[src/rtl/drc_cfg.svh]
// constants for the dram refresh and dll mode control block
// assumes inclusion by drc_pkg and design modules
`ifndef DRC_CFG_SVH
`define DRC_CFG_SVH

`define DRC_ADDR_REFCTL 12'h000
`define DRC_ADDR_STATUS 12'h004
`define DRC_ADDR_ROWCNT 12'h008
`define DRC_ADDR_MODE 12'h00c
`define DRC_ADDR_LAT 12'h010
`define DRC_ADDR_REFCNT 12'h014
`define DRC_CLK_MHZ 125
`define DRC_TRFC_NS 260
`define DRC_TRFC_CYC ((`DRC_TRFC_NS * `DRC_CLK_MHZ + 999) / 1000)
`define DRC_CL_DLL_OFF 4'h6
`define DRC_CWL_DLL_OFF 4'h6
`define DRC_CL_RESET 4'h6
`define DRC_CWL_RESET 4'h5
`define DRC_AL_RESET 4'h0
`define DRC_BIT_DLL_OFF 0
`define DRC_BIT_SELF_REF 1
`define DRC_BIT_CMD_REF 2
`define DRC_BIT_CMD_DES 3
`define DRC_BIT_BUSY 0
`define DRC_BIT_LAT_ERR 3
`define DRC_LAT_AL_HI 11
`define DRC_LAT_AL_LO 8
`define DRC_LAT_CL_HI 7
`define DRC_LAT_CL_LO 4
`define DRC_LAT_CWL_HI 3
`define DRC_LAT_CWL_LO 0
`define DRC_CMD_ADDR_HI 31
`define DRC_CMD_ADDR_LO 16

`endif

[src/rtl/drc_pkg.sv]
// types shared by the refresh and dll mode control block
// assumes drc_cfg.svh on the include path
`include "drc_cfg.svh"

package drc_pkg;

    // command seen on the command pins in one cycle
    typedef struct packed {
        logic deselect;
        logic refresh;
        logic [15:0] addr;
    } drc_cmd_t;

    // latency set in force
    typedef struct packed {
        logic [3:0] al;
        logic [3:0] cl;
        logic [3:0] cwl;
    } drc_lat_t;

    typedef enum logic [1:0] {
        DRC_ST_NORMAL = 2'b00,
        DRC_ST_REFRESH = 2'b01,
        DRC_ST_SELF = 2'b10
    } drc_state_t;

endpackage

[src/rtl/drc_row_counter.sv]
// internal refresh row counter
// assumes one clock and an active low async reset
`timescale 1ns/10ps
`default_nettype none

module drc_row_counter
    import drc_pkg::*;
#(
    parameter int ROW_BITS = 13
) (
    input wire logic pclk,
    input wire logic presetn,
    input wire logic step,
    output logic [ROW_BITS-1:0] row
);
    initial begin
        if (ROW_BITS < 1 || ROW_BITS > 16) begin
            $error("drc_row_counter: ROW_BITS out of range");
        end
    end

    // advance one row group per registered refresh, wrap after the last
    always_ff @(posedge pclk or negedge presetn) begin
        if (!presetn) begin
            row <= '0;
        end else if (step) begin
            row <= row + 1'b1;
        end
    end
endmodule

`default_nettype wire

[src/rtl/drc_busy_timer.sv]
// down counter that holds the refresh period busy
// assumes one clock and an active low async reset
`timescale 1ns/10ps
`default_nettype none

module drc_busy_timer
    import drc_pkg::*;
#(
    parameter int COUNT = 33
) (
    input wire logic pclk,
    input wire logic presetn,
    input wire logic start,
    output logic busy
);
    localparam int W = $clog2(COUNT + 1);
    logic [W-1:0] cnt_reg;

    initial begin
        if (COUNT < 1) begin
            $error("drc_busy_timer: COUNT must be at least one");
        end
    end

    // period runs from the registering edge for COUNT cycles
    always_ff @(posedge pclk or negedge presetn) begin
        if (!presetn) begin
            cnt_reg <= '0;
        end else if (start) begin
            cnt_reg <= W'(COUNT);
        end else if (cnt_reg != '0) begin
            cnt_reg <= cnt_reg - 1'b1;
        end
    end

    assign busy = (cnt_reg != '0);
endmodule

`default_nettype wire

[src/rtl/drc_top.sv]
// refresh scheduling, self refresh and dll disable mode control of the dram
// assumes an apb master on pclk and a controller that keeps its own timing
//
// Operation
// - refresh ignores address inputs, row internal
// - refresh period lasts trfc from registration
// - self refresh retains data without clock
// - mode register 1 bit 0 disables dll
// - dll off supports only cl6 cwl6
// - dll off strobe reference one cycle earlier
// - deselect blocks new commands only
`timescale 1ns/10ps
`default_nettype none
`include "drc_cfg.svh"

module drc_top
    import drc_pkg::*;
#(
    parameter int ROW_BITS = 13,
    parameter int TRFC_CYC = `DRC_TRFC_CYC
) (
    input wire logic pclk,
    input wire logic presetn,
    input wire logic psel,
    input wire logic penable,
    input wire logic pwrite,
    input wire logic [11:0] paddr,
    input wire logic [31:0] pwdata,
    output logic [31:0] prdata,
    output logic pready,
    output logic pslverr,
    output logic refresh_busy,
    output logic dll_off,
    output logic self_refresh,
    output logic [3:0] strobe_ref_lat
);
    // ************************************************************
    // parameter checks
    // ************************************************************
    initial begin
        if (ROW_BITS < 1 || ROW_BITS > 16) begin
            $error("drc_top: ROW_BITS out of range");
        end
        if (TRFC_CYC < 1) begin
            $error("drc_top: TRFC_CYC must be at least one");
        end
    end

    // ************************************************************
    // apb decode
    // ************************************************************
    wire logic wr_en;
    wire logic rd_en;
    wire logic hit_refctl;
    wire logic hit_status;
    wire logic hit_rowcnt;
    wire logic hit_mode;
    wire logic hit_lat;
    wire logic hit_refcnt;
    wire logic hit_any;

    function automatic logic addr_is(input logic [11:0] a, input logic [11:0] ref_a);
        addr_is = (a == ref_a);
    endfunction

    assign wr_en = psel && penable && pwrite;
    assign rd_en = psel && !penable && !pwrite;
    assign hit_refctl = addr_is(paddr, `DRC_ADDR_REFCTL);
    assign hit_status = addr_is(paddr, `DRC_ADDR_STATUS);
    assign hit_rowcnt = addr_is(paddr, `DRC_ADDR_ROWCNT);
    assign hit_mode = addr_is(paddr, `DRC_ADDR_MODE);
    assign hit_lat = addr_is(paddr, `DRC_ADDR_LAT);
    assign hit_refcnt = addr_is(paddr, `DRC_ADDR_REFCNT);
    assign hit_any = hit_refctl | hit_status | hit_rowcnt | hit_mode | hit_lat | hit_refcnt;

    // ************************************************************
    // command decode
    // ************************************************************
    drc_cmd_t cmd;
    drc_lat_t lat_reg;
    drc_lat_t lat_next;
    drc_state_t state_reg;
    drc_state_t state_next;
    logic dll_off_reg;
    logic lat_err_reg;
    logic [31:0] refcnt_reg;
    logic [ROW_BITS-1:0] row;
    wire logic busy;
    wire logic take_ref;
    wire logic cmd_ok;
    wire logic want_dll_off;
    wire logic want_self;
    wire logic lat_legal;
    wire logic [3:0] wr_al;
    wire logic [3:0] wr_cl;
    wire logic [3:0] wr_cwl;
    wire logic in_self;
    wire logic lat_err_set;
    wire logic lat_err_clr;
    wire logic mode_wr;
    wire logic lat_wr;
    wire logic [31:0] status_word;
    wire logic [31:0] mode_word;
    wire logic [31:0] lat_word;
    wire logic [31:0] row_word;

    // command pins as written through the command register
    assign cmd.deselect = wr_en && hit_refctl && pwdata[`DRC_BIT_CMD_DES];
    assign cmd.refresh = wr_en && hit_refctl && pwdata[`DRC_BIT_CMD_REF];
    assign cmd.addr = pwdata[`DRC_CMD_ADDR_HI:`DRC_CMD_ADDR_LO]; // never used for refresh

    // deselect stops a new command; running refresh period is untouched
    assign cmd_ok = !cmd.deselect;
    // row address comes from the internal counter only
    assign take_ref = cmd.refresh && cmd_ok && (state_reg == DRC_ST_NORMAL) && !busy;
    assign want_dll_off = pwdata[`DRC_BIT_DLL_OFF];
    assign want_self = pwdata[`DRC_BIT_SELF_REF];

    // ************************************************************
    // register write strobes and fields
    // ************************************************************
    assign mode_wr = wr_en && hit_mode;
    assign lat_wr = wr_en && hit_lat;
    // latency fields of a latency register write
    assign wr_al = pwdata[`DRC_LAT_AL_HI:`DRC_LAT_AL_LO];
    assign wr_cl = pwdata[`DRC_LAT_CL_HI:`DRC_LAT_CL_LO];
    assign wr_cwl = pwdata[`DRC_LAT_CWL_HI:`DRC_LAT_CWL_LO];
    // a refused latency write raises the error, writing one to it clears it
    assign lat_err_set = lat_wr && !lat_legal;
    assign lat_err_clr = wr_en && hit_status && pwdata[`DRC_BIT_LAT_ERR];

    drc_row_counter #(
        .ROW_BITS(ROW_BITS)
    ) u_row (
        .pclk(pclk),
        .presetn(presetn),
        .step(take_ref),
        .row(row)
    );

    drc_busy_timer #(
        .COUNT(TRFC_CYC)
    ) u_busy (
        .pclk(pclk),
        .presetn(presetn),
        .start(take_ref),
        .busy(busy)
    );

    // ************************************************************
    // self refresh and refresh state
    // ************************************************************
    // self refresh holds the array with no need for the clock
    always_comb begin
        state_next = state_reg;
        case (state_reg)
            DRC_ST_NORMAL: begin
                if (take_ref) begin
                    state_next = DRC_ST_REFRESH;
                end else if (mode_wr && want_self && cmd_ok && !busy) begin
                    state_next = DRC_ST_SELF;
                end
            end
            DRC_ST_REFRESH: begin
                if (!busy) begin
                    state_next = DRC_ST_NORMAL;
                end
            end
            DRC_ST_SELF: begin
                if (mode_wr && !want_self) begin
                    state_next = DRC_ST_NORMAL;
                end
            end
            default: begin
                state_next = DRC_ST_NORMAL;
            end
        endcase
    end

    always_ff @(posedge pclk or negedge presetn) begin
        if (!presetn) begin
            state_reg <= DRC_ST_NORMAL;
        end else begin
            state_reg <= state_next;
        end
    end

    // ************************************************************
    // dll mode and latency
    // ************************************************************
    // latency write with dll off takes only the supported pair; turning dll off forces it
    assign lat_legal = !dll_off_reg ||
        (wr_cl == `DRC_CL_DLL_OFF && wr_cwl == `DRC_CWL_DLL_OFF);
    always_comb begin
        lat_next = lat_reg;
        if (lat_wr && lat_legal) begin
            lat_next.al = wr_al;
            lat_next.cl = wr_cl;
            lat_next.cwl = wr_cwl;
        end else if (mode_wr && want_dll_off && !dll_off_reg) begin
            lat_next.cl = `DRC_CL_DLL_OFF;
            lat_next.cwl = `DRC_CWL_DLL_OFF;
        end
    end

    // mode bit 0 set turns the dll off, cleared turns it on
    always_ff @(posedge pclk or negedge presetn) begin
        if (!presetn) begin
            dll_off_reg <= 1'b0;
            lat_reg <= '{al: `DRC_AL_RESET, cl: `DRC_CL_RESET, cwl: `DRC_CWL_RESET};
            lat_err_reg <= 1'b0;
        end else begin
            if (mode_wr) begin
                dll_off_reg <= want_dll_off;
            end
            lat_reg <= lat_next;
            if (lat_err_set) begin
                lat_err_reg <= 1'b1;
            end else if (lat_err_clr) begin
                lat_err_reg <= 1'b0;
            end
        end
    end

    // ************************************************************
    // refresh count
    // ************************************************************
    always_ff @(posedge pclk or negedge presetn) begin
        if (!presetn) begin
            refcnt_reg <= 32'h0;
        end else if (take_ref) begin
            refcnt_reg <= refcnt_reg + 32'h1;
        end
    end

    // ************************************************************
    // outputs and apb read
    // ************************************************************
    // strobe window reference: al+cl, one earlier with dll off
    always_ff @(posedge pclk or negedge presetn) begin
        if (!presetn) begin
            strobe_ref_lat <= 4'h0;
            refresh_busy <= 1'b0;
            dll_off <= 1'b0;
            self_refresh <= 1'b0;
        end else begin
            strobe_ref_lat <= lat_reg.al + lat_reg.cl - {3'h0, dll_off_reg};
            refresh_busy <= busy | take_ref;
            dll_off <= dll_off_reg;
            self_refresh <= (state_next == DRC_ST_SELF);
        end
    end

    // self refresh state as software sees it
    assign in_self = (state_reg == DRC_ST_SELF);
    // read words, unused bits zero
    assign status_word = {28'h0, lat_err_reg, in_self, dll_off_reg, busy};
    assign mode_word = {30'h0, in_self, dll_off_reg};
    assign lat_word = {20'h0, lat_reg.al, lat_reg.cl, lat_reg.cwl};
    assign row_word = {{(32 - ROW_BITS){1'b0}}, row};

    // read data captured in setup, write completes in access, no waits
    always_ff @(posedge pclk or negedge presetn) begin
        if (!presetn) begin
            prdata <= 32'h0;
            pready <= 1'b0;
            pslverr <= 1'b0;
        end else begin
            pready <= psel && !penable;
            pslverr <= psel && !penable && !hit_any;
            if (rd_en) begin
                prdata <= 32'h0;
                if (hit_status) begin
                    prdata <= status_word;
                end else if (hit_rowcnt) begin
                    prdata <= row_word;
                end else if (hit_mode) begin
                    prdata <= mode_word;
                end else if (hit_lat) begin
                    prdata <= lat_word;
                end else if (hit_refcnt) begin
                    prdata <= refcnt_reg;
                end
            end
        end
    end
endmodule

`default_nettype wire

[config.mk]
export PLATFORM = sky130hd
export DESIGN_NAME = drc_top
export DESIGN_NICKNAME = d
export VERILOG_FILES = /design/src/rtl/drc_pkg.sv /design/src/rtl/drc_row_counter.sv /design/src/rtl/drc_busy_timer.sv /design/src/rtl/drc_top.sv
export VERILOG_INCLUDE_DIRS = /design/src /design/src/rtl
export SDC_FILE = /design/constraint.sdc
export NUM_CORES = 1
export LEC_CHECK = 0
export BUFFER_PORTS_ARGS = -buffer_cell sky130_fd_sc_hd__buf_4
export CORE_ASPECT_RATIO = 0.7
export CORE_MARGIN = 2
export CORE_UTILIZATION = 50
export DETAILED_ROUTE_END_ITERATION = 6
export PLACE_DENSITY = 0.73
export REMOVE_ABC_BUFFERS = 1
export SLEW_MARGIN = 20
export SYNTH_ARGS = -nofsm -noshare
export SYNTH_HDL_FRONTEND = slang
export SYNTH_SLANG_ARGS = --single-unit
export TNS_END_PERCENT = 20
[constraint.sdc]
create_clock -name pclk -period 2.2 [get_ports pclk]
set_input_delay 0.33 -clock pclk [delete_from_list [all_inputs] [get_ports pclk]]
set_output_delay 0.33 -clock pclk [all_outputs]
set_load 0.05 [all_outputs]
Yosys cells after proc, flatten, opt, wreduce, memory -nomap -nowiden --
Cells that the tools add are included.
Operators by class: multiplexer cells 16, bitwise gates (word level) 6, divide/modulo/power cells 0, add/subtract/negate cells 5, magnitude comparators 0, $mul 0, equality and inequality tests 10, shifts and indexed selects 0, reduce and logical (&&, ||, !) cells 39
Operator list (count):
- 32-bit two-way mux | 5
- 32-bit by 1-bit adder with 32-bit output (second input constant) | 1
- 12-bit by 4-bit equality test with 1-bit output (second input constant) | 2
- 12-bit by 5-bit equality test with 1-bit output (second input constant) | 2
- 1-bit logical AND | 24
- 8-bit two-way mux | 2
- 13-bit by 1-bit adder with 13-bit output (second input constant) | 1
- 12-bit by 3-bit equality test with 1-bit output (second input constant) | 1
- 12-bit zero test | 1
- 6-bit two-way mux | 2
- 4-bit by 3-bit equality test with 1-bit output (second input constant) | 2
- 1-bit zero test | 8
- 2-bit two-way mux | 4
- 1-bit bitwise OR | 6
- 2-bit one-hot mux with 3 select lines | 1
- 2-bit nonzero test | 3
- 6-bit nonzero test | 1
- 6-bit by 1-bit subtractor with 6-bit output (second input constant) | 1
- 4-bit adder | 1
- 2-bit equality test (second input constant) | 2
- 4-bit by 1-bit subtractor with 4-bit output | 1
- 2-bit by 1-bit equality test with 1-bit output (second input constant) | 1
- 2-bit zero test | 1
- 1-bit two-way mux | 2
- 1-bit logical OR | 1
Word-level totals: register bits 108, logic and storage cells 92, latch bits 0, memory bits (writable) 0, memories 0, input bits 49, ROM bits 0, output and inout bits 41

Longest topological paths before layout --
depth after elaboration 11, mapped depth 9, depth with buffers taken out 7

Cells and area by module --
From an unflattened synthesis, not the netlist that was laid out.
Second synthesis, totals: cells, all modules 468, area total of the unflattened synthesis 5133.7 µm²
Modules (own cells, without submodules):
- drc_top | cells an instance 393, instances 1, area an instance 4235.3 µm², seq. area each 2232.1 µm²
- drc_row_counter | cells an instance 43, instances 1, area an instance 563.0 µm², seq. area each 325.3 µm²
- drc_busy_timer | cells an instance 32, instances 1, area an instance 335.3 µm², seq. area each 150.1 µm²

Worst setup path after synthesis --
OpenSTA, ideal clock, no wires.
path kind input to register, from in paddr[9], to reg dll_off_reg, library setup time 0.125 ns, slack 0.114 ns, stages 5, path buffers 1, arrival time 1.961 ns, required time 2.075 ns, path through or4_4 > or3_1 > buf_2 > nor3_4 > mux2_2
On the way: longest elaborated chain between the ends 2
RTL lines:
- start, declared | line drc_top.sv:27 | input wire logic [11:0] paddr,
- 12-bit by 4-bit equality test with 1-bit output | line drc_top.sv:63 | addr_is = (a == ref_a);
- 1-bit logical AND | line drc_top.sv:122 | assign mode_wr = wr_en && hit_mode;
- end signal, assigned | line drc_top.sv:214 | dll_off_reg <= want_dll_off;
- end, declared | line drc_top.sv:84 | logic dll_off_reg;
No other way between the ends. A chain may end at the register's enable or synchronous reset.

Worst setup path in the final report --
from reg u_busy.cnt_reg[0], to reg refcnt_reg[11]
On the way: longest elaborated chain between the ends 3
RTL lines:
- start, declared | line drc_busy_timer.sv:17 | logic [W-1:0] cnt_reg;
- start signal, assigned | line drc_busy_timer.sv:30 | cnt_reg <= W'(COUNT);
- start signal, assigned | line drc_busy_timer.sv:32 | cnt_reg <= cnt_reg - 1'b1;
- 6-bit nonzero test | line drc_busy_timer.sv:36 | assign busy = (cnt_reg != '0);
- 1-bit zero test
- 1-bit logical AND | line drc_top.sv:115 | assign take_ref = cmd.refresh && cmd_ok && (state_reg == DRC_ST_NORMAL) && !busy;
- end signal, assigned | line drc_top.sv:232 | refcnt_reg <= refcnt_reg + 32'h1;
- end, declared | line drc_top.sv:86 | logic [31:0] refcnt_reg;
No other way between the ends.

==> results.cfg <==
[outcome]
outcome = completed

[pwr]
seqPwrFrac_pct = 49.9
power.internal_mw = 3.18
p_sw_share_pct = 26.6
pwr-share-comb_pct = 13.7
pwr-share-clk_pct = 36.5
p_switching_mw = 1.15
power.leakage_nw = 3.02
powerDensity_nw_per_um2 = 700
peakVddDrop_mv = 0.578

[routing]
via_count = 3877
vias_per_cell = 5.54
dr.pass1.iters = 5
drt_wl_total_microns = 11500
antenna_left = 0
drc = 0
drt-wirelength-per-cell_microns = 16.4
drtIter0Drc = 306

[synth]
ys.flop_type = dfrtp_1
yosys_warnings = 0
syn_inst = 479
syn_avg_cell_area_sq_um = 10.6
postSynth.asyncResetShare_pct = 100
synth-edff-count = 0
syn-cell-area_sq_um = 5080
yosysSeqAreaShare_pct = 53.3
synth.distinct_cells = 57
ys_ff_latch = 108

[placement]
port_buffers = 69
pre_cts_ws_ns = -0.100
dp_hpwl_microns = 8510
gp_congestion = 0.917

[cells_and_area]
multi_input_area_sq_um = 2230
final_common_cell = dfrtp_1
mostFrequentLayoutCells = 104 x dfrtp_1, 92 x buf_4, 48 x nand2_1
register_area_sq_um = 2710
drive_above_1_share_pct = 23.8
fin_nets = 627
n_antenna_cell = 0
fill_cells = 797
area_growth_pct = 22.0

[clocking]
clock-sinks = 108
clock_latency_ns = 0.35
postCtsSetupRepairBufs = 0
cts_buffers = 9
htreeDepth = 3
clk_path_buf_depth = 2
cts.clk_slew.worst_paths_ns = 0.07
cts_root_buf = clkbuf_16
cts_tree = done

[floorplan]
io-pin-count = 90
initial_core_util_pct = 51.8
fp.dieH_microns = 88.3
dieArea_sq_um = 11000
coreArea_sq_um = 9800
placementRows = 30
die_w_microns = 124

[timing]
setup_slack_ns = 0.233
setup-tns-final_ns = 0
maxSlewViolCount = 0
finalCritPeriodShare_pct = 89.4
max_freq_mhz = 508
rsz0062_at_grt = false
finalSetupViolCount = 0
skew_ns = 0.00619
slew_headroom_pct = 65.6
hold_viol = 0
worst_slew_pin_slew_ns = 0.511
min_period_ns = 1.97

[worst_setup_path]
critPathLaunch = u_busy.cnt_reg[0]
reg2reg_from = u_busy.cnt_reg[0]
path_class = reg2reg
critPathRequiredTime_ns = 2.47
worstPathMaxFanout = 7
crit_arrival_ns = 2.24
r2r_slack_ns = 0.23
cp-end-kind = register
start_kind = register

[global_route]
grt_max_degree = 55
antenna_found_initial = 0
grt_usage_pct = 22.5
grt_pass1_vias = 3823
grt_overflow = 0
grt_pass1_wl_microns = 19500

[job]
maxCapViolCount = 0

[worst_hold_path]
hp-class = in2reg
worstHoldStart = pwdata[8]
synth_stat cells, drive strengths merged (2+ instances only):
library cell  count  area share [%]
xnor2            28             4.8
nor2             46             3.4
nand2b            6            0.74
a22oi             3            0.44
and3             12             1.5
clkbuf            8            0.59
or3               2            0.35
a21oi            13             1.4
nor3             14             1.6
mux2i             2            0.39
o22a              2            0.35
nor4              5             1.5
dfstp             4             2.1
o21ai            17             1.7
a221oi            7             1.2
nand4            16             2.1
dfrtp           104              51
and4              4            0.69
and2              6            0.74
ha               10             2.5
or4b              2            0.47
nand2            48             3.5
mux2              5             1.1
xor2             20             3.5
a22o             22             3.9
nand3b            2            0.30
buf              10             1.0
nand3            20             2.0
a21o              2            0.32
or2               2            0.25
inv              19             1.4
nor2b             4            0.49
a211oi            2            0.30
what timing repair did:
| action | in CTS | in global routing |
|---|---|---|
| hold endpoints to repair | 30 | 0 |
| gates resized for setup | 0 | 4 |
| hold buffers | 1 | 0 |
| endpoints found under the setup margin | 0 | 42 |
worst paths after layout:
path / end / cells past startpoint
worst max-delay path: refcnt_reg[11] / 7
worst min-delay path: lat_reg[8] / 3
worst max register to register: refcnt_reg[11] / 7
worst min register to register: refcnt_reg[31] / 1
max in group asynchronous: lat_reg[0] / 3
min in group asynchronous: dll_off / 2
power groups by stage:
stage	clock, mW	combinational, mW	sequential [mW]
floorplan	0	0.242	2.29
global placement	0	0.563	2.19
detailed placement	0	0.587	2.19
CTS	1.61	0.589	2.16
global route	1.70	0.658	2.18
finish	1.58	0.593	2.16
cell type report:
class                   instances  share of cell area (%)
flip-flops and latches        108                    43.7
multi-input cells             334                    36.0
repair buffers                 95                    12.0
clock buffers                  11                    3.76
well taps                     128                    2.59
inverters                      19                    1.15
clock inverters                 5                   0.849
per-layer routing:
metal  share of wire [%]  up-vias  track usage (%)
li1                    -     1862                -
met4                 1.9        0             7.87
met2                  44      120             34.2
met1                  47     1876             31.6
met5                   0        -                0
met3                 7.1       19             6.35
worst max-delay path, stage by stage, from the launching register on:
cell     delay (ns)
dfrtp_1        0.42
inv_1          0.10
ha_1           0.20
nor2b_4        0.19
and4_4         0.29
nand3_1        0.21
nor3_1         0.32
xor2_1         0.16
through the flow:
step	util (%)	hold slack [ns]	instance area [sq um]	total power, mW	instances
floorplan	-	0.0344	5000	2.53	461
global placement	60.1	0.325	5890	2.75	683
detailed placement	60.1	0.339	5890	2.78	683
CTS	63.1	0.192	6180	4.36	700
global route	63.2	0.202	6190	4.54	700
finish	63.2	0.195	6190	4.33	700
kinds of logic after synthesis:
group	count (synthesis)	synth area share (%)
and+or+nand+nor	192	20.2
muxes	7	1.50
xor gates and xnor gates	48	8.28
DFF	108	53.3
AOI/OAI and AO/OA	76	10.9
adders and majority gates	11	2.86
buffers and inverters	37	3.01
No activity file was read; power rests on OpenSTA's default activity.
